## src/verilog/ext_irq_pkg.sv

```systemverilog
// shared constants and carrier types for the upper external interrupt block
package ext_irq_pkg;

    // ========================================================================
    // bus geometry
    localparam int unsigned ADDR_W = 8;
    localparam int unsigned DATA_W = 32;
    localparam int unsigned PIN_N = 4;

    // ========================================================================
    // register byte addresses, one aligned word each
    localparam logic [ADDR_W-1:0] SENSE_OFS = 8'h00;
    localparam logic [ADDR_W-1:0] MASK_OFS = 8'h04;
    localparam logic [ADDR_W-1:0] GIE_OFS = 8'h08;
    localparam logic [ADDR_W-1:0] STAT_OFS = 8'h0c;
    localparam logic [ADDR_W-1:0] IEN_OFS = 8'h10;
    localparam logic [ADDR_W-1:0] PIN_OFS = 8'h14;

    // ========================================================================
    // reset values and field positions
    localparam logic [7:0] SENSE_RST = 8'h00;
    localparam logic [7:0] MASK_RST = 8'h00;
    localparam logic GIE_RST = 1'b0;
    localparam logic [3:0] STAT_RST = 4'h0;
    localparam logic [3:0] IEN_RST = 4'h0;
    localparam logic [3:0] SYNC_RST = 4'hf;
    localparam int unsigned MASK_UPPER_LSB = 4;
    localparam int unsigned GIE_BIT = 0;
    localparam int unsigned STAT_LSB = 0;
    localparam int unsigned PIN_LSB = 4;

    // ========================================================================
    // sense select encodings, two bits per pin
    typedef enum logic [1:0] {
        SENSE_LOW = 2'b00,
        SENSE_ANY = 2'b01,
        SENSE_FALL = 2'b10,
        SENSE_RISE = 2'b11
    } sense_t;

    // ========================================================================
    // apb request and answer bundles
    typedef struct packed {
        logic psel;
        logic penable;
        logic pwrite;
        logic [ADDR_W-1:0] paddr;
        logic [DATA_W-1:0] pwdata;
        logic [3:0] pstrb;
    } apb_req_t;

    typedef struct packed {
        logic [DATA_W-1:0] prdata;
        logic pready;
        logic pslverr;
    } apb_rsp_t;

    // synchronised pin samples handed from the sampler to the core
    typedef struct packed {
        logic [PIN_N-1:0] cur;
        logic [PIN_N-1:0] prev;
    } sample_t;

endpackage : ext_irq_pkg

```

## src/verilog/pin_sense_unit.sv

```systemverilog
// pin synchroniser, successive-sample store and per-pin sense decoder
module pin_sense_unit (
    input wire logic pclk,
    input wire logic presetn,
    input wire logic [ext_irq_pkg::PIN_N-1:0] pins,
    input wire logic [7:0] sense,
    output logic [ext_irq_pkg::PIN_N-1:0] hit,
    output ext_irq_pkg::sample_t smp
);
    import ext_irq_pkg::*;

    typedef struct packed {
        logic [PIN_N-1:0] meta;
        logic [PIN_N-1:0] cur;
        logic [PIN_N-1:0] prev;
    } sync_state_t;

    sync_state_t st_r;
    sync_state_t st_nxt;

    // ========================================================================
    // sense decode, one call per pin
    function automatic logic sense_hit(input logic [1:0] sel,
                                       input logic c, input logic p);
        logic r;
        r = 1'b0;
        unique case (sense_t'(sel))
            SENSE_LOW: r = ~c;
            SENSE_ANY: r = c ^ p;
            SENSE_FALL: r = p & ~c;
            SENSE_RISE: r = c & ~p;
        endcase
        return r;
    endfunction : sense_hit

    // ========================================================================
    // idle-high reset so a pin held high at start-up never looks like a fall
    always_comb begin
        st_nxt = st_r;
        st_nxt.meta = pins;
        st_nxt.cur = st_r.meta;
        st_nxt.prev = st_r.cur;
    end

    always_ff @(posedge pclk or negedge presetn) begin
        if (!presetn) begin
            st_r <= {SYNC_RST, SYNC_RST, SYNC_RST};
        end else begin
            st_r <= st_nxt;
        end
    end

    // compare the two newest samples, never the raw pin
    always_comb begin
        for (int i = 0; i < PIN_N; i++) begin
            hit[i] = sense_hit(sense[2*i +: 2], st_r.cur[i], st_r.prev[i]);
        end
    end

    assign smp.cur = st_r.cur;
    assign smp.prev = st_r.prev;

endmodule : pin_sense_unit

```

## src/verilog/ext_irq_sense_upper.sv

```systemverilog
// apb register file, request gating and interrupt flags for pins 7 to 4
// How it works
// - request needs global enable and pin mask
// - edges found by comparing successive clocked samples
// - pulses over one clock are always caught
// - low level requests continuously while pin low
// - sense codes: low, any, falling, rising
// - sense register eight bits, read/write, resets zero
// - mask register eight bits, bit n pin n
//
// Added by the designer: the register offsets and register access over APB.
module ext_irq_sense_upper (
    input wire logic pclk,
    input wire logic presetn,
    input wire ext_irq_pkg::apb_req_t apb_req,
    output ext_irq_pkg::apb_rsp_t apb_rsp,
    input wire logic [ext_irq_pkg::PIN_N-1:0] upper_ext_irq_pins,
    output logic [ext_irq_pkg::PIN_N-1:0] ext_irq_req,
    output logic irq
);
    import ext_irq_pkg::*;

    // ========================================================================
    // state of the block
    typedef struct packed {
        logic [7:0] sense;
        logic [7:0] mask;
        logic gie;
        logic [PIN_N-1:0] status;
        logic [PIN_N-1:0] ien;
        logic [PIN_N-1:0] req;
        logic irq;
        logic [DATA_W-1:0] prdata;
        logic pready;
        logic pslverr;
    } core_state_t;

    localparam core_state_t CORE_RST = '{
        sense: SENSE_RST,
        mask: MASK_RST,
        gie: GIE_RST,
        status: STAT_RST,
        ien: IEN_RST,
        req: 4'h0,
        irq: 1'b0,
        prdata: 32'h0000_0000,
        pready: 1'b0,
        pslverr: 1'b0
    };

    core_state_t st_r;
    core_state_t st_nxt;

    logic [PIN_N-1:0] hit;
    sample_t smp;
    logic [PIN_N-1:0] en_upper;
    logic setup_phase;
    logic wr_take;
    logic [PIN_N-1:0] ev;
    logic [PIN_N-1:0] clr;

    // ========================================================================
    // sampler and sense decoder
    pin_sense_unit u_sense (
        .pclk(pclk),
        .presetn(presetn),
        .pins(upper_ext_irq_pins),
        .sense(st_r.sense),
        .hit(hit),
        .smp(smp)
    );

    // ========================================================================
    // address decode and read mux
    function automatic logic addr_known(input logic [ADDR_W-1:0] a);
        return (a == SENSE_OFS) || (a == MASK_OFS) || (a == GIE_OFS) ||
               (a == STAT_OFS) || (a == IEN_OFS) || (a == PIN_OFS);
    endfunction : addr_known

    function automatic logic [DATA_W-1:0] read_word(
            input logic [ADDR_W-1:0] a, input core_state_t s,
            input logic [PIN_N-1:0] lvl);
        logic [DATA_W-1:0] d;
        d = 32'h0000_0000;
        unique case (a)
            SENSE_OFS: d[7:0] = s.sense;
            MASK_OFS: d[7:0] = s.mask;
            GIE_OFS: d[GIE_BIT] = s.gie;
            STAT_OFS: d[STAT_LSB +: PIN_N] = s.status;
            IEN_OFS: d[STAT_LSB +: PIN_N] = s.ien;
            PIN_OFS: d[PIN_LSB +: PIN_N] = lvl;
            default: d = 32'h0000_0000;
        endcase
        return d;
    endfunction : read_word

    // ========================================================================
    // gating terms; only the upper half of the mask acts here
    always_comb begin
        en_upper = {PIN_N{st_r.gie}} & st_r.mask[MASK_UPPER_LSB +: PIN_N];
        ev = hit & en_upper;
        setup_phase = apb_req.psel & ~apb_req.penable;
        // a write lands only on the edge that sees pready high
        wr_take = apb_req.psel & apb_req.penable & apb_req.pwrite &
                  st_r.pready & apb_req.pstrb[0] &
                  addr_known(apb_req.paddr);
        clr = (wr_take && apb_req.paddr == STAT_OFS) ?
              apb_req.pwdata[STAT_LSB +: PIN_N] : 4'h0;
    end

    // ========================================================================
    // next state: bus answer, register writes, flags and request outputs
    always_comb begin
        st_nxt = st_r;
        // no wait state: pready rises for the first access cycle only
        st_nxt.pready = setup_phase;
        st_nxt.pslverr = setup_phase & ~addr_known(apb_req.paddr);
        if (setup_phase && !apb_req.pwrite) begin
            st_nxt.prdata = read_word(apb_req.paddr, st_r, smp.cur);
        end
        if (wr_take) begin
            unique case (apb_req.paddr)
                SENSE_OFS: st_nxt.sense = apb_req.pwdata[7:0];
                MASK_OFS: st_nxt.mask = apb_req.pwdata[7:0];
                GIE_OFS: st_nxt.gie = apb_req.pwdata[GIE_BIT];
                IEN_OFS: st_nxt.ien = apb_req.pwdata[STAT_LSB +: PIN_N];
                default: st_nxt.gie = st_r.gie;
            endcase
        end
        // level sense keeps hit high, so the request stays up while low
        st_nxt.req = ev;
        // a new event beats a write-one-to-clear in the same cycle
        st_nxt.status = (st_r.status & ~clr) | ev;
        st_nxt.irq = |(st_nxt.status & st_nxt.ien);
    end

    always_ff @(posedge pclk or negedge presetn) begin
        if (!presetn) begin
            st_r <= CORE_RST;
        end else begin
            st_r <= st_nxt;
        end
    end

    // outputs straight from the state register
    assign apb_rsp.prdata = st_r.prdata;
    assign apb_rsp.pready = st_r.pready;
    assign apb_rsp.pslverr = st_r.pslverr;
    assign ext_irq_req = st_r.req;
    assign irq = st_r.irq;

    // helper: skip the first cycles whose past values predate reset
    logic [1:0] warm_r;
    always_ff @(posedge pclk or negedge presetn) begin
        if (!presetn) begin
            warm_r <= 2'h0;
        end else if (warm_r != 2'h3) begin
            warm_r <= warm_r + 2'h1;
        end
    end

    logic cfg_any0;
    logic cfg_low0;
    logic cfg_fall0;
    logic cfg_rise0;
    assign cfg_any0 = en_upper[0] && st_r.sense[1:0] == SENSE_ANY;
    assign cfg_low0 = en_upper[0] && st_r.sense[1:0] == SENSE_LOW;
    assign cfg_fall0 = en_upper[0] && st_r.sense[1:0] == SENSE_FALL;
    assign cfg_rise0 = en_upper[0] && st_r.sense[1:0] == SENSE_RISE;
endmodule : ext_irq_sense_upper

```

## config.mk

```make
export PLATFORM = sky130hd
export DESIGN_NAME = ext_irq_sense_upper
export DESIGN_NICKNAME = d
export VERILOG_FILES = /design/src/verilog/ext_irq_pkg.sv /design/src/verilog/pin_sense_unit.sv /design/src/verilog/ext_irq_sense_upper.sv
export SDC_FILE = /design/constraint.sdc
export NUM_CORES = 1
export LEC_CHECK = 0
export CORE_MARGIN = 2
export CORE_UTILIZATION = 63
export DETAILED_ROUTE_END_ITERATION = 8
export DONT_BUFFER_PORTS = 1
export PLACE_DENSITY = 0.82
export RECOVER_POWER = 100
export SLEW_MARGIN = 20
export SYNTH_ARGS = -nofsm -noshare
export SYNTH_HDL_FRONTEND = slang
export SYNTH_SLANG_ARGS = --single-unit
```

## constraint.sdc

```tcl
create_clock -name pclk -period 2.4 [get_ports pclk]
set_clock_uncertainty 0.05 [all_clocks]
set_input_delay 0.36 -clock pclk [delete_from_list [all_inputs] [get_ports pclk]]
set_output_delay 0.36 -clock pclk [all_outputs]
set_load 0.02 [all_outputs]
```

==> tab_implementation.tex, run 1 <==
\begin{tabular}{lr}
\hline
Metric & Value \\
\hline
\multicolumn{2}{l}{\textbf{Detailed routing}} \\
Post-Route WL & 4.916 mm \\
Drt initial violations & 63 \\
1st-pass router iterations & 4 \\
Routed wirelength normalized by instance count & 16.61 µm \\
ANT nets after route & 0 \\
Via/cell ratio & 5.591 \\
DRC Markers & 0 \\
Number of vias after detailed routing & 1655 \\
\multicolumn{2}{l}{\textbf{Setup path}} \\
Critical Path AT & 2.36 ns \\
CP Capture Type & flop \\
Critical path data required time & 2.54 ns \\
Type of origin of the critical path & flop \\
Worst reg2reg path startpoint & apb\_rsp[1]\$\_DFF\_PN0\_ \\
Worst path cell trace & and4\_1 > nand2\_1 > nor4bb\_1 > clkbuf\_2 > mux2\_2 \\
Cell family contributing the most delay on the critical path & simple AND/OR/NAND/NOR gates \\
Crit path kind & reg -> reg \\
Number of cells on the worst reg-to-reg path & 5 \\
FF-to-FF setup slack & 0.18 ns \\
Sum of buffers and inverters on the critical path & 1 \\
Crit-path slowest cell & sky130\_fd\_sc\_hd\_\_dfrtp\_1 \\
Destination of the worst register-to-register timing path & st\_r[48]\$\_DFFE\_PN0P\_ \\
Slowest cell delay on critical path & 0.48 ns \\
Largest driver fanout on the critical path & 6 \\
\multicolumn{2}{l}{\textbf{Clock network}} \\
Clock sink count & 52 \\
Cts repair resizes & 0 \\
Root Driver & sky130\_fd\_sc\_hd\_\_clkbuf\_8 \\
TritonCTS clock tree & built \\
Clock latency reported for the late side of the worst-skew pair & 0.31 ns \\
CTS clock-pin slew for the worst setup and hold paths & 0.09 ns \\
Maximum clock path buffer count & 2 \\
CTS Buf Count & 5 \\
Depth of the CTS H-tree & 2 \\
\multicolumn{2}{l}{\textbf{Floorplan}} \\
Area enclosed by the die boundary & 4927 µm² \\
Die boundary width & 70.19 µm \\
I/O pin count & 92 \\
Core Footprint & 4294 µm² \\
Count of standard-cell rows & 24 \\
Initial Utilization & 64.28\% \\
Die outline height & 70.19 µm \\
\multicolumn{2}{l}{\textbf{Status}} \\
Run status & complete, no violations \\
\multicolumn{2}{l}{\textbf{Timing}} \\
Crit path setup slack, layout & 0.1786 ns \\
Sum of negative setup slack & 0 ns \\
Final setup violation count & 0 \\
F\_max & 450.2 MHz \\
Slew margin rel. & 17.90\% \\
Final count of hold timing violations & 0 \\
Pin slew with the least headroom to its limit & 1.232 ns \\
Crit share post-route & 92.56\% \\
Unrepaired setup endpoints after global routing & false \\
Post-route minimum period & 2.221 ns \\
Final max-slew violation count & 0 \\
\multicolumn{2}{l}{\textbf{Synthesis}} \\
Seq/Total Area, Yosys & 47.69\% \\
Most common flop cell mapped by yosys & sky130\_fd\_sc\_hd\_\_dfrtp\_1 \\
Post-Synthesis Cells & 248 \\
Share of synthesized flip-flops with an asynchronous set or reset & 100.0\% \\
Count of flip-flops with a built-in enable after synthesis & 0 \\
Mapped Avg Cell Area & 11.13 µm² \\
Netlist Area Pre-Place & 2760 µm² \\
Warnings from Yosys & 0 \\
Library cells used by synthesis & 34 \\
Synthesized flop and latch total & 52 \\
\multicolumn{2}{l}{\textbf{Layout}} \\
Layout net count & 304 \\
Proportion of layout cells with a drive suffix above 1 & 17.21\% \\
Inserted Diodes & 0 \\
Number of filler instances in the final layout & 343 \\
Post-route cell area & 2753 µm² \\
Synth-to-layout area growth & -0.2720\% \\
\multicolumn{2}{l}{\textbf{Hold path}} \\
Launch instance of the worst min-delay path & apb\_req[40] \\
Min-Delay Path Class & in -> reg \\
Hold Path End & apb\_rsp[0]\$\_DFF\_PN0\_ \\
Count of cells along the worst hold path & 2 \\
\multicolumn{2}{l}{\textbf{GRT}} \\
Via count of the first global-routing pass & 1718 \\
Wire length of the first global-routing pass & 8.314 mm \\
Met2 capacity usage during global routing & 35.03\% \\
Antenna violations before repair & 0 \\
Most used routing layer & met2 \\
Total grt overflow & 0 \\
GRT Total Usage & 22.24\% \\
Global routing met1 resource utilization & 27.63\% \\
Largest net degree at the start of global routing & 53 \\
GR Util met3 & 7.215\% \\
\multicolumn{2}{l}{\textbf{Placement}} \\
\# port buffers & 0 \\
Pre-CTS setup slack & 0.1304 ns \\
HPWL reported at the end of detailed placement & 3.555 mm \\
Weighted congestion at the end of routability-driven global placement & 0.8557 \\
Area post-placement & 2624 µm² \\
\multicolumn{2}{l}{\textbf{Power}} \\
Static leakage power & 1.345 nW \\
Cell Pwr Density & 576.7 nW/µm² \\
Worst supply voltage drop on vdd & 418.6 µV \\
\multicolumn{2}{l}{\textbf{Job}} \\
Max-Cap Viols & 0 \\
\hline
\end{tabular}
[cell families (layout without fill, tap and decap cells)]
family	after synthesis	in the layout	synth area share [%]
multiplexers	42	42	16.36
AO/OA/AOI/OAI	24	24	5.258
other	1	24	0.1359
AND/OR/NAND/NOR	62	62	13.37
buffers and inverters	59	32	13.55
adder cells (fa/ha/maj)	8	8	3.627
flip-flops	52	52	47.69
[flip-flops by register name, indices dropped and copies added, names as in the netlist]
| signal | flops |
|---|---|
| apb_rsp | 10 |
| u_sense.st_nxt | 4 |
| u_sense.smp | 8 |
| st_r | 25 |
| irq | 1 |
| ext_irq_req | 4 |
[cells in the final DEF (no fill, tap or decap), types with 2 or more instances in the layout]
master                           n
sky130_fd_sc_hd__a211oi_1        2
sky130_fd_sc_hd__a21oi_1         4
sky130_fd_sc_hd__a22oi_1         5
sky130_fd_sc_hd__and3_1          2
sky130_fd_sc_hd__clkbuf_1        6
sky130_fd_sc_hd__clkbuf_2        2
sky130_fd_sc_hd__clkbuf_8        5
sky130_fd_sc_hd__conb_1         24
sky130_fd_sc_hd__dfrtp_1        40
sky130_fd_sc_hd__dfstp_1         6
sky130_fd_sc_hd__dfstp_2         6
sky130_fd_sc_hd__dlygate4sd3_1   5
sky130_fd_sc_hd__ha_1            8
sky130_fd_sc_hd__inv_1          13
sky130_fd_sc_hd__mux2_1          2
sky130_fd_sc_hd__mux2_2         23
sky130_fd_sc_hd__mux2i_1        17
sky130_fd_sc_hd__nand2_1        21
sky130_fd_sc_hd__nand2b_1        4
sky130_fd_sc_hd__nand3_1         9
sky130_fd_sc_hd__nand4_1         5
sky130_fd_sc_hd__nor2_1          5
sky130_fd_sc_hd__nor3_1          3
sky130_fd_sc_hd__nor4_4          2
sky130_fd_sc_hd__o21ai_0        10
sky130_fd_sc_hd__o22ai_1         2
sky130_fd_sc_hd__or2_2           2
[cell type report]
cell class	instances	area, µm²	area share (%)
timing repair buffer	11	75.07	2.727
inverter	13	48.80	1.773
tap	52	65.06	2.364
sequential	52	1316	47.82
multi-input combinational	160	1141	41.45
clock buffer	7	76.32	2.773
clock inverter	1	30.03	1.091
[Yosys cell counts, types with 8 or more instances]
cell type,number,area share [%]
sky130_fd_sc_hd__nand2_1,21,2.9
sky130_fd_sc_hd__dfrtp_1,40,36
sky130_fd_sc_hd__inv_1,13,1.8
sky130_fd_sc_hd__nand3_1,9,1.6
sky130_fd_sc_hd__dfstp_2,12,11
sky130_fd_sc_hd__o21ai_0,10,1.8
sky130_fd_sc_hd__mux2_2,25,10
sky130_fd_sc_hd__ha_1,8,3.6
sky130_fd_sc_hd__mux2i_1,17,6.2
sky130_fd_sc_hd__buf_4,38,10
[worst reg2reg max path, delay by kind of cell (launching register included)]
kind                   cells  cell delay (ns)
flip-flops                 1             0.48
buffers and inverters      1             0.31
AND/OR/NAND/NOR            3             0.91
multiplexers               1             0.36
[per-stage QoR]
step	power, mW	cells	hold WS [ns]	utilization [%]
after global routing	1.658	296	0.1161	64.10
after CTS	1.617	296	0.1221	65.38
after detailed placement	1.002	282	0.01533	61.10
after global placement	0.9988	282	0.01536	61.10
after floorplan	1.038	271	0.01441	-
final	1.587	296	0.1343	64.10
[worst max-delay path by stage]
| stage | start | endpoint | slack (ns) | cells past startpoint |
|---|---|---|---|---|
| after floorplan | apb_req[39] | irq$_DFF_PN0_ | 0.12 | 5 |
| after global placement | apb_req[39] | irq$_DFF_PN0_ | 0.12 | 4 |
| after detailed placement | apb_req[39] | irq$_DFF_PN0_ | 0.13 | 4 |
| after CTS | apb_rsp[1]$_DFF_PN0_ | st_r[48]$_DFFE_PN0P_ | 0.25 | 5 |
| after global routing | apb_rsp[1]$_DFF_PN0_ | st_r[55]$_DFFE_PN0P_ | 0.09 | 5 |
| final | apb_rsp[1]$_DFF_PN0_ | st_r[48]$_DFFE_PN0P_ | 0.18 | 5 |
[report_power, final]
part           leakage (nW)  switching [mW]  internal (mW)
logic                 0.613          0.0706         0.0272
registers             0.680          0.0117          0.895
clock network        0.0524           0.271          0.312
[repair_timing]
item                      CTS  global route
hold endpoints to repair   56             0
hold buffers                6             0
setup buffers               0             0
[per-layer routing]
layer  share of wire (%)  vias to the layer above
met1                  42                      796
li1                    -                      780
met3                 6.9                       16
met4                 2.9                        0
met5                   0                        -
met2                  49                       63
(Power assumes the default switching activity.)
==> inputs of run 2 (changes only) <==
--- a/config.mk
+++ b/config.mk
@@ -5,6 +5,7 @@
 export SDC_FILE = /design/constraint.sdc
 export NUM_CORES = 1
 export LEC_CHECK = 0
+export CORE_ASPECT_RATIO = 1.75
 export CORE_MARGIN = 2
 export CORE_UTILIZATION = 63
 export DETAILED_ROUTE_END_ITERATION = 8
==> tab_implementation.tex, run 2 (same netlist as run 1, synthesis figures left out) <==
\begin{tabular}{lr}
\hline
Metric & Value \\
\hline
\multicolumn{2}{l}{\textbf{Status}} \\
Run status & complete, no violations (unchanged) \\
\multicolumn{2}{l}{\textbf{GRT}} \\
GRT Total Usage & 22.39\% (was 22.24\%) \\
Largest net degree at the start of global routing & 53 (unchanged) \\
Antenna violations before repair & 0 (unchanged) \\
Wire length of the first global-routing pass & 8.052 mm (was 8.314 mm) \\
Via count of the first global-routing pass & 1777 (was 1718) \\
Total grt overflow & 0 (unchanged) \\
\multicolumn{2}{l}{\textbf{Timing}} \\
Post-route minimum period & 2.102 ns (was 2.221 ns) \\
Pin slew with the least headroom to its limit & 1.251 ns (was 1.232 ns) \\
Final max-slew violation count & 0 (unchanged) \\
Final setup violation count & 0 (unchanged) \\
Slew margin rel. & 16.61\% (was 17.90\%) \\
F\_max & 475.8 MHz (was 450.2 MHz) \\
Crit share post-route & 87.57\% (was 92.56\%) \\
Unrepaired setup endpoints after global routing & false (unchanged) \\
Sum of negative setup slack & 0 ns (unchanged) \\
Final count of hold timing violations & 0 (unchanged) \\
\multicolumn{2}{l}{\textbf{Clock network}} \\
Clock sink count & 52 (unchanged) \\
TritonCTS clock tree & built (unchanged) \\
Cts repair resizes & 0 (unchanged) \\
Maximum clock path buffer count & 2 (unchanged) \\
Clock latency reported for the late side of the worst-skew pair & 0.30 ns (was 0.31 ns) \\
Root Driver & sky130\_fd\_sc\_hd\_\_clkbuf\_8 (unchanged) \\
CTS clock-pin slew for the worst setup and hold paths & 0.09 ns (about the same) \\
Number of buffers inserted to repair setup after CTS & 0 (unchanged) \\
CTS Buf Count & 5 (unchanged) \\
Depth of the CTS H-tree & 2 (unchanged) \\
\multicolumn{2}{l}{\textbf{Detailed routing}} \\
ANT nets after route & 0 (unchanged) \\
Post-Route WL & 4.956 mm (was 4.916 mm) \\
1st-pass router iterations & 4 (unchanged) \\
Drt initial violations & 44 (was 63) \\
DRC Markers & 0 (unchanged) \\
Number of vias after detailed routing & 1687 (was 1655) \\
Via/cell ratio & 5.777 (was 5.591) \\
Routed wirelength normalized by instance count & 16.97 µm (was 16.61 µm) \\
\multicolumn{2}{l}{\textbf{Layout}} \\
Commonest cells after routing, fill and taps aside & sky130\_fd\_sc\_hd\_\_dfrtp\_1 (40), sky130\_fd\_sc\_hd\_\_mux2\_2 (24), sky130\_fd\_sc\_hd\_\_conb\_1 (24), sky130\_fd\_sc\_hd\_\_nand2\_1 (21), sky130\_fd\_sc\_hd\_\_mux2i\_1 (17) (was sky130\_fd\_sc\_hd\_\_dfrtp\_1 (40), sky130\_fd\_sc\_hd\_\_conb\_1 (24), sky130\_fd\_sc\_hd\_\_mux2\_2 (23), sky130\_fd\_sc\_hd\_\_nand2\_1 (21), sky130\_fd\_sc\_hd\_\_mux2i\_1 (17)) \\
Register bank with the most flops & st\_r (unchanged) \\
Number of filler instances in the final layout & 326 (was 343) \\
Leading cell type in the layout, fill and taps excluded & sky130\_fd\_sc\_hd\_\_dfrtp\_1 (unchanged) \\
Final core utilization & 64.93\% (was 64.10\%) \\
Inserted Diodes & 0 (unchanged) \\
Layout net count & 303 (was 304) \\
Proportion of layout cells with a drive suffix above 1 & 19.34\% (was 17.21\%) \\
Flip-flop count of the largest register, all copies and words added & 25 (unchanged) \\
Synth-to-layout area growth & -1.451\% (was -0.2720\%) \\
\multicolumn{2}{l}{\textbf{Floorplan}} \\
Count of standard-cell rows & 31 (was 24) \\
Area enclosed by the die boundary & 4947 µm² (was 4927 µm²) \\
Core Footprint & 4189 µm² (was 4294 µm²) \\
Die boundary width & 54.04 µm (was 70.19 µm) \\
I/O pin count & 92 (unchanged) \\
Initial Utilization & 65.89\% (was 64.28\%) \\
Die outline height & 91.56 µm (was 70.19 µm) \\
\multicolumn{2}{l}{\textbf{Power}} \\
Cell Pwr Density & 556.0 nW/µm² (was 576.7 nW/µm²) \\
Worst supply voltage drop on vdd & 452.1 µV (was 418.6 µV) \\
Static leakage power & 1.340 nW (was 1.345 nW) \\
\multicolumn{2}{l}{\textbf{Job}} \\
Max-Cap Viols & 0 (unchanged) \\
\multicolumn{2}{l}{\textbf{Setup path}} \\
Type of origin of the critical path & flop (unchanged) \\
Crit path kind & reg -> reg (unchanged) \\
Critical path data required time & 2.54 ns (about the same) \\
Critical Path AT & 2.24 ns (was 2.36 ns) \\
CP Capture Type & flop (unchanged) \\
Largest driver fanout on the critical path & 8 (was 6) \\
\multicolumn{2}{l}{\textbf{Hold path}} \\
Min-Delay Path Class & in -> reg (unchanged) \\
\multicolumn{2}{l}{\textbf{Placement}} \\
\# port buffers & 0 (unchanged) \\
Weighted congestion at the end of routability-driven global placement & 0.7780 (was 0.8557) \\
HPWL reported at the end of detailed placement & 3.609 mm (was 3.555 mm) \\
\hline
\end{tabular}
[run 2: power breakdown]
part           total, mW  internal (mW)  leakage, nW  switching (mW)
Sequential         0.907          0.895        0.681          0.0118
Combinational     0.0987         0.0273        0.608          0.0715
Clock              0.507          0.231       0.0510           0.276
[run 2: repair_timing]
action / 4_1_cts / 5_1_grt
hold buffers: 6 / 0
endpoints found under the hold margin: 56 / 0
setup endpoints to repair: 0 / 0
[run 2: final cells by class]
type | instances | area [µm²] | share of cell area, %
Timing Repair Buffer | 10 | 75.07 | 2.760
Inverter | 13 | 48.80 | 1.794
Clock buffer | 6 | 82.58 | 3.036
Tap cell | 49 | 61.31 | 2.254
Multi-Input combinational cell | 160 | 1126 | 41.40
Clock inverter | 2 | 10.01 | 0.3680
Sequential cell | 52 | 1316 | 48.39
[run 2: metrics by stage]
step                total power [mW]  hold slack [ns]  worst slack [ns]  cells  cell area (µm²)
global placement              0.9996          0.01519            0.1137    278             2613
CTS                            1.545           0.1295            0.3432    292             2783
floorplan                      1.038          0.01441            0.1182    271             2846
finish                         1.512           0.1422            0.2983    292             2720
detailed placement             1.003          0.01503           0.08335    278             2613
global route                   1.579           0.1275            0.2410    292             2720
[run 2: worst paths after layout]
check                                       startpoint                        to  slack, ns  cells past startpoint
min in group asynchronous                      presetn        st_r[44]$_DFF_PN0_       0.80                      2
max in group asynchronous                      presetn      st_r[60]$_DFFE_PN0P_       0.73                      2
setup / recovery                  apb_rsp[1]$_DFF_PN0_      st_r[52]$_DFFE_PN0P_       0.30                      5
hold / removal                             apb_req[40]      apb_rsp[0]$_DFF_PN0_       0.14                      2
hold reg to reg            u_sense.st_nxt[4]$_DFF_PN1_  u_sense.smp[4]$_DFF_PN1_       0.31                      0
setup reg to reg                  apb_rsp[1]$_DFF_PN0_      st_r[52]$_DFFE_PN0P_       0.30                      5
[run 2: critical path: stages, from the launching register on]
cell and delay, ns:
sky130_fd_sc_hd__dfrtp_1 0.48, sky130_fd_sc_hd__and4_1 0.34, sky130_fd_sc_hd__nand2_1 0.14, sky130_fd_sc_hd__nor4bb_1 0.29
sky130_fd_sc_hd__clkbuf_2 0.32, sky130_fd_sc_hd__mux2_2 0.38
[run 2: layer usage]
metal | routed length, µm | GRT usage, %
met5 | 0 | 0
met4 | 161 | 11.04
met3 | 334 | 4.770
met2 | 2661 | 39.33
met1 | 1799 | 23.75
==> inputs of run 3 (changes only) <==
--- a/config.mk
+++ b/config.mk
@@ -7,12 +7,13 @@
 export LEC_CHECK = 0
 export CORE_ASPECT_RATIO = 1.75
 export CORE_MARGIN = 2
-export CORE_UTILIZATION = 63
+export CORE_UTILIZATION = 64
+export CTS_BUF_LIST = sky130_fd_sc_hd__clkbuf_2
 export DETAILED_ROUTE_END_ITERATION = 8
 export DONT_BUFFER_PORTS = 1
-export PLACE_DENSITY = 0.82
+export PLACE_DENSITY = 0.83
 export RECOVER_POWER = 100
-export SLEW_MARGIN = 20
+export SLEW_MARGIN = 25
 export SYNTH_ARGS = -nofsm -noshare
 export SYNTH_HDL_FRONTEND = slang
 export SYNTH_SLANG_ARGS = --single-unit
==> tab_implementation.tex, run 3 (same netlist as run 1, synthesis figures left out) <==
\begin{tabular}{lr}
\hline
Metric & Value \\
\hline
\multicolumn{2}{l}{\textbf{Layout}} \\
Proportion of layout cells with a drive suffix above 1 & 17.58\% (was 19.34\%) \\
Leading cell type in the layout, fill and taps excluded & sky130\_fd\_sc\_hd\_\_dfrtp\_1 (unchanged) \\
Register bank with the most flops & st\_r (unchanged) \\
Layout net count & 316 (was 303) \\
Synth-to-layout area growth & 1.722\% (was -1.451\%) \\
Flip-flop count of the largest register, all copies and words added & 25 (unchanged) \\
Inserted Diodes & 0 (unchanged) \\
Commonest cells after routing, fill and taps aside & sky130\_fd\_sc\_hd\_\_dfrtp\_1 (40), sky130\_fd\_sc\_hd\_\_conb\_1 (24), sky130\_fd\_sc\_hd\_\_mux2\_2 (23), sky130\_fd\_sc\_hd\_\_nand2\_1 (21), sky130\_fd\_sc\_hd\_\_dlygate4sd3\_1 (18) (was sky130\_fd\_sc\_hd\_\_dfrtp\_1 (40), sky130\_fd\_sc\_hd\_\_mux2\_2 (24), sky130\_fd\_sc\_hd\_\_conb\_1 (24), sky130\_fd\_sc\_hd\_\_nand2\_1 (21), sky130\_fd\_sc\_hd\_\_mux2i\_1 (17)) \\
Post-route cell area & 2808 µm² (was 2720 µm²) \\
\multicolumn{2}{l}{\textbf{Setup path}} \\
Largest driver fanout on the critical path & 8 (unchanged) \\
Critical Path AT & 2.47 ns (was 2.24 ns) \\
Type of origin of the critical path & flop (unchanged) \\
CP Capture Type & flop (unchanged) \\
Crit path kind & reg -> reg (unchanged) \\
Critical path data required time & 2.69 ns (was 2.54 ns) \\
\multicolumn{2}{l}{\textbf{Floorplan}} \\
Core Footprint & 4150 µm² (was 4189 µm²) \\
Die outline height & 90.88 µm (was 91.56 µm) \\
I/O pin count & 92 (unchanged) \\
Area enclosed by the die boundary & 4875 µm² (was 4947 µm²) \\
Count of standard-cell rows & 31 (unchanged) \\
Die boundary width & 53.64 µm (was 54.04 µm) \\
Initial Utilization & 66.51\% (was 65.89\%) \\
\multicolumn{2}{l}{\textbf{Power}} \\
Worst supply voltage drop on vdd & 413.1 µV (was 452.1 µV) \\
Part of the power in the clock network & 24.2\% (was 33.5\%) \\
Power, Total & 1.358 mW (was 1.512 mW) \\
Sequential cell fraction of total power & 67.0\% (was 60.0\%) \\
Combinational group share of total power & 8.7\% (was 6.5\%) \\
P\_sw & 348.4 µW (was 359.2 µW) \\
Internal Pwr Total & 1.009 mW (was 1.153 mW) \\
Switching share of power & 25.67\% (was 23.75\%) \\
Static leakage power & 1.378 nW (was 1.340 nW) \\
Cell Pwr Density & 483.5 nW/µm² (was 556.0 nW/µm²) \\
\multicolumn{2}{l}{\textbf{Clock network}} \\
TritonCTS clock tree & built (unchanged) \\
CTS clock-pin slew for the worst setup and hold paths & 0.27 ns (was 0.09 ns) \\
CTS Buf Count & 5 (unchanged) \\
Clock latency reported for the late side of the worst-skew pair & 0.45 ns (was 0.30 ns) \\
Number of buffers inserted to repair setup after CTS & 0 (unchanged) \\
Maximum clock path buffer count & 2 (unchanged) \\
Depth of the CTS H-tree & 2 (unchanged) \\
Cts repair resizes & 0 (unchanged) \\
Clock sink count & 52 (unchanged) \\
Root Driver & sky130\_fd\_sc\_hd\_\_clkbuf\_2 (was sky130\_fd\_sc\_hd\_\_clkbuf\_8) \\
Hold buffer count at cts & 14 (was 6) \\
\multicolumn{2}{l}{\textbf{Detailed routing}} \\
ANT nets after route & 0 (unchanged) \\
Number of vias after detailed routing & 1706 (was 1687) \\
Routed wirelength normalized by instance count & 16.65 µm (was 16.97 µm) \\
Drt initial violations & 38 (was 44) \\
Post-Route WL & 5.077 mm (was 4.956 mm) \\
Via/cell ratio & 5.593 (was 5.777) \\
DRC Markers & 0 (unchanged) \\
1st-pass router iterations & 4 (unchanged) \\
\multicolumn{2}{l}{\textbf{GRT}} \\
Via count of the first global-routing pass & 1797 (was 1777) \\
Largest net degree at the start of global routing & 53 (unchanged) \\
Total grt overflow & 0 (unchanged) \\
Antenna violations before repair & 0 (unchanged) \\
Wire length of the first global-routing pass & 8.128 mm (was 8.052 mm) \\
GRT Total Usage & 22.91\% (was 22.39\%) \\
\multicolumn{2}{l}{\textbf{Timing}} \\
Final max-slew violation count & 0 (unchanged) \\
Post-route minimum period & 2.183 ns (was 2.102 ns) \\
Final count of hold timing violations & 0 (unchanged) \\
F\_max & 458.2 MHz (was 475.8 MHz) \\
Sum of negative setup slack & 0 ns (unchanged) \\
Pin slew with the least headroom to its limit & 1.250 ns (was 1.251 ns) \\
Crit share post-route & 90.94\% (was 87.57\%) \\
Final setup violation count & 0 (unchanged) \\
Minimum hold slack & 0.03567 ns (was 0.1422 ns) \\
Unrepaired setup endpoints after global routing & false (unchanged) \\
Slew margin rel. & 16.69\% (was 16.61\%) \\
\multicolumn{2}{l}{\textbf{Job}} \\
Max-Cap Viols & 0 (unchanged) \\
\multicolumn{2}{l}{\textbf{Hold path}} \\
Min-Delay Path Class & in -> reg (unchanged) \\
\multicolumn{2}{l}{\textbf{Status}} \\
Run status & complete, no violations (unchanged) \\
\multicolumn{2}{l}{\textbf{Placement}} \\
\# port buffers & 0 (unchanged) \\
Weighted congestion at the end of routability-driven global placement & 0.8183 (was 0.7780) \\
HPWL reported at the end of detailed placement & 3.520 mm (was 3.609 mm) \\
Area post-placement & 2613 µm² (unchanged) \\
\hline
\end{tabular}
[run 3: changes by cell type in the layout (fill, tap and decap cells not counted)]
| cell | change |
|---|---|
| sky130_fd_sc_hd__and2_0 | +1 |
| sky130_fd_sc_hd__and2_1 | -1 |
| sky130_fd_sc_hd__buf_4 | -1 |
| sky130_fd_sc_hd__clkbuf_2 | +7 |
| sky130_fd_sc_hd__clkbuf_8 | -6 |
| sky130_fd_sc_hd__clkinv_1 | +2 |
| sky130_fd_sc_hd__clkinv_2 | -2 |
| sky130_fd_sc_hd__dlygate4sd3_1 | +13 |
| sky130_fd_sc_hd__mux2_1 | +1 |
| sky130_fd_sc_hd__mux2_2 | -1 |
| sky130_fd_sc_hd__nor4_1 | -1 |
| sky130_fd_sc_hd__nor4_4 | +1 |
[run 3: critical path, cell delays in order (launching register included)]
cell and delay (ns):
sky130_fd_sc_hd__dfrtp_1 0.55, sky130_fd_sc_hd__and4_1 0.35, sky130_fd_sc_hd__nand2_1 0.16, sky130_fd_sc_hd__nor4bb_1 0.29, sky130_fd_sc_hd__clkbuf_2 0.31, sky130_fd_sc_hd__mux2_2 0.37
[run 3: layout make-up]
| cell class | count | area, µm² |
|---|---|---|
| multi-input cells | 160 | 1141 |
| fillers | 326 | 1343 |
| well taps | 49 | 61.31 |
| clock buffers | 6 | 30.03 |
| clock inverters | 2 | 7.507 |
| flip-flops and latches | 52 | 1316 |
| repair buffers | 23 | 202.7 |
| inverters | 13 | 48.80 |
[run 3: through the flow]
stage / cells / setup slack [ns] / utilization [%]
final: 305 / 0.2175 / 67.65
after floorplan: 271 / 0.1182 / -
after global placement: 278 / 0.1235 / 62.95
after CTS: 300 / 0.3037 / 67.65
after global routing: 305 / 0.1514 / 67.65
after detailed placement: 278 / 0.1276 / 62.95
[run 3: power groups by stage]
stage	clock (mW)	combinational [mW]	sequential (mW)
after floorplan	0	0.117	0.920
after global placement	0	0.0748	0.925
after detailed placement	0	0.0767	0.926
after CTS	0.339	0.118	0.912
after global routing	0.377	0.134	0.913
final	0.329	0.119	0.910
[run 3: worst paths after layout]
check | from | to | slack, ns | depth (start not counted)
setup reg to reg | apb_rsp[1]$_DFF_PN0_ | st_r[51]$_DFFE_PN0P_ | 0.22 | 5
min in group asynchronous | presetn | st_r[39]$_DFF_PN0_ | 0.68 | 2
max in group asynchronous | presetn | ext_irq_req[3]$_DFF_PN0_ | 0.85 | 2
hold reg to reg | u_sense.st_nxt[5]$_DFF_PN1_ | u_sense.smp[5]$_DFF_PN1_ | 0.33 | 0
hold / removal | apb_req[5] | st_r[40]$_DFF_PN0_ | 0.04 | 1
setup / recovery | apb_rsp[1]$_DFF_PN0_ | st_r[51]$_DFFE_PN0P_ | 0.22 | 5
[run 3: routing by layer]
layer	vias up	global-route usage [%]	wire, µm
li1	803	-	-
met1	832	24.47	1932
met2	62	41.36	2779
met3	9	4.305	245
met4	0	9.402	119
met5	-	0	0
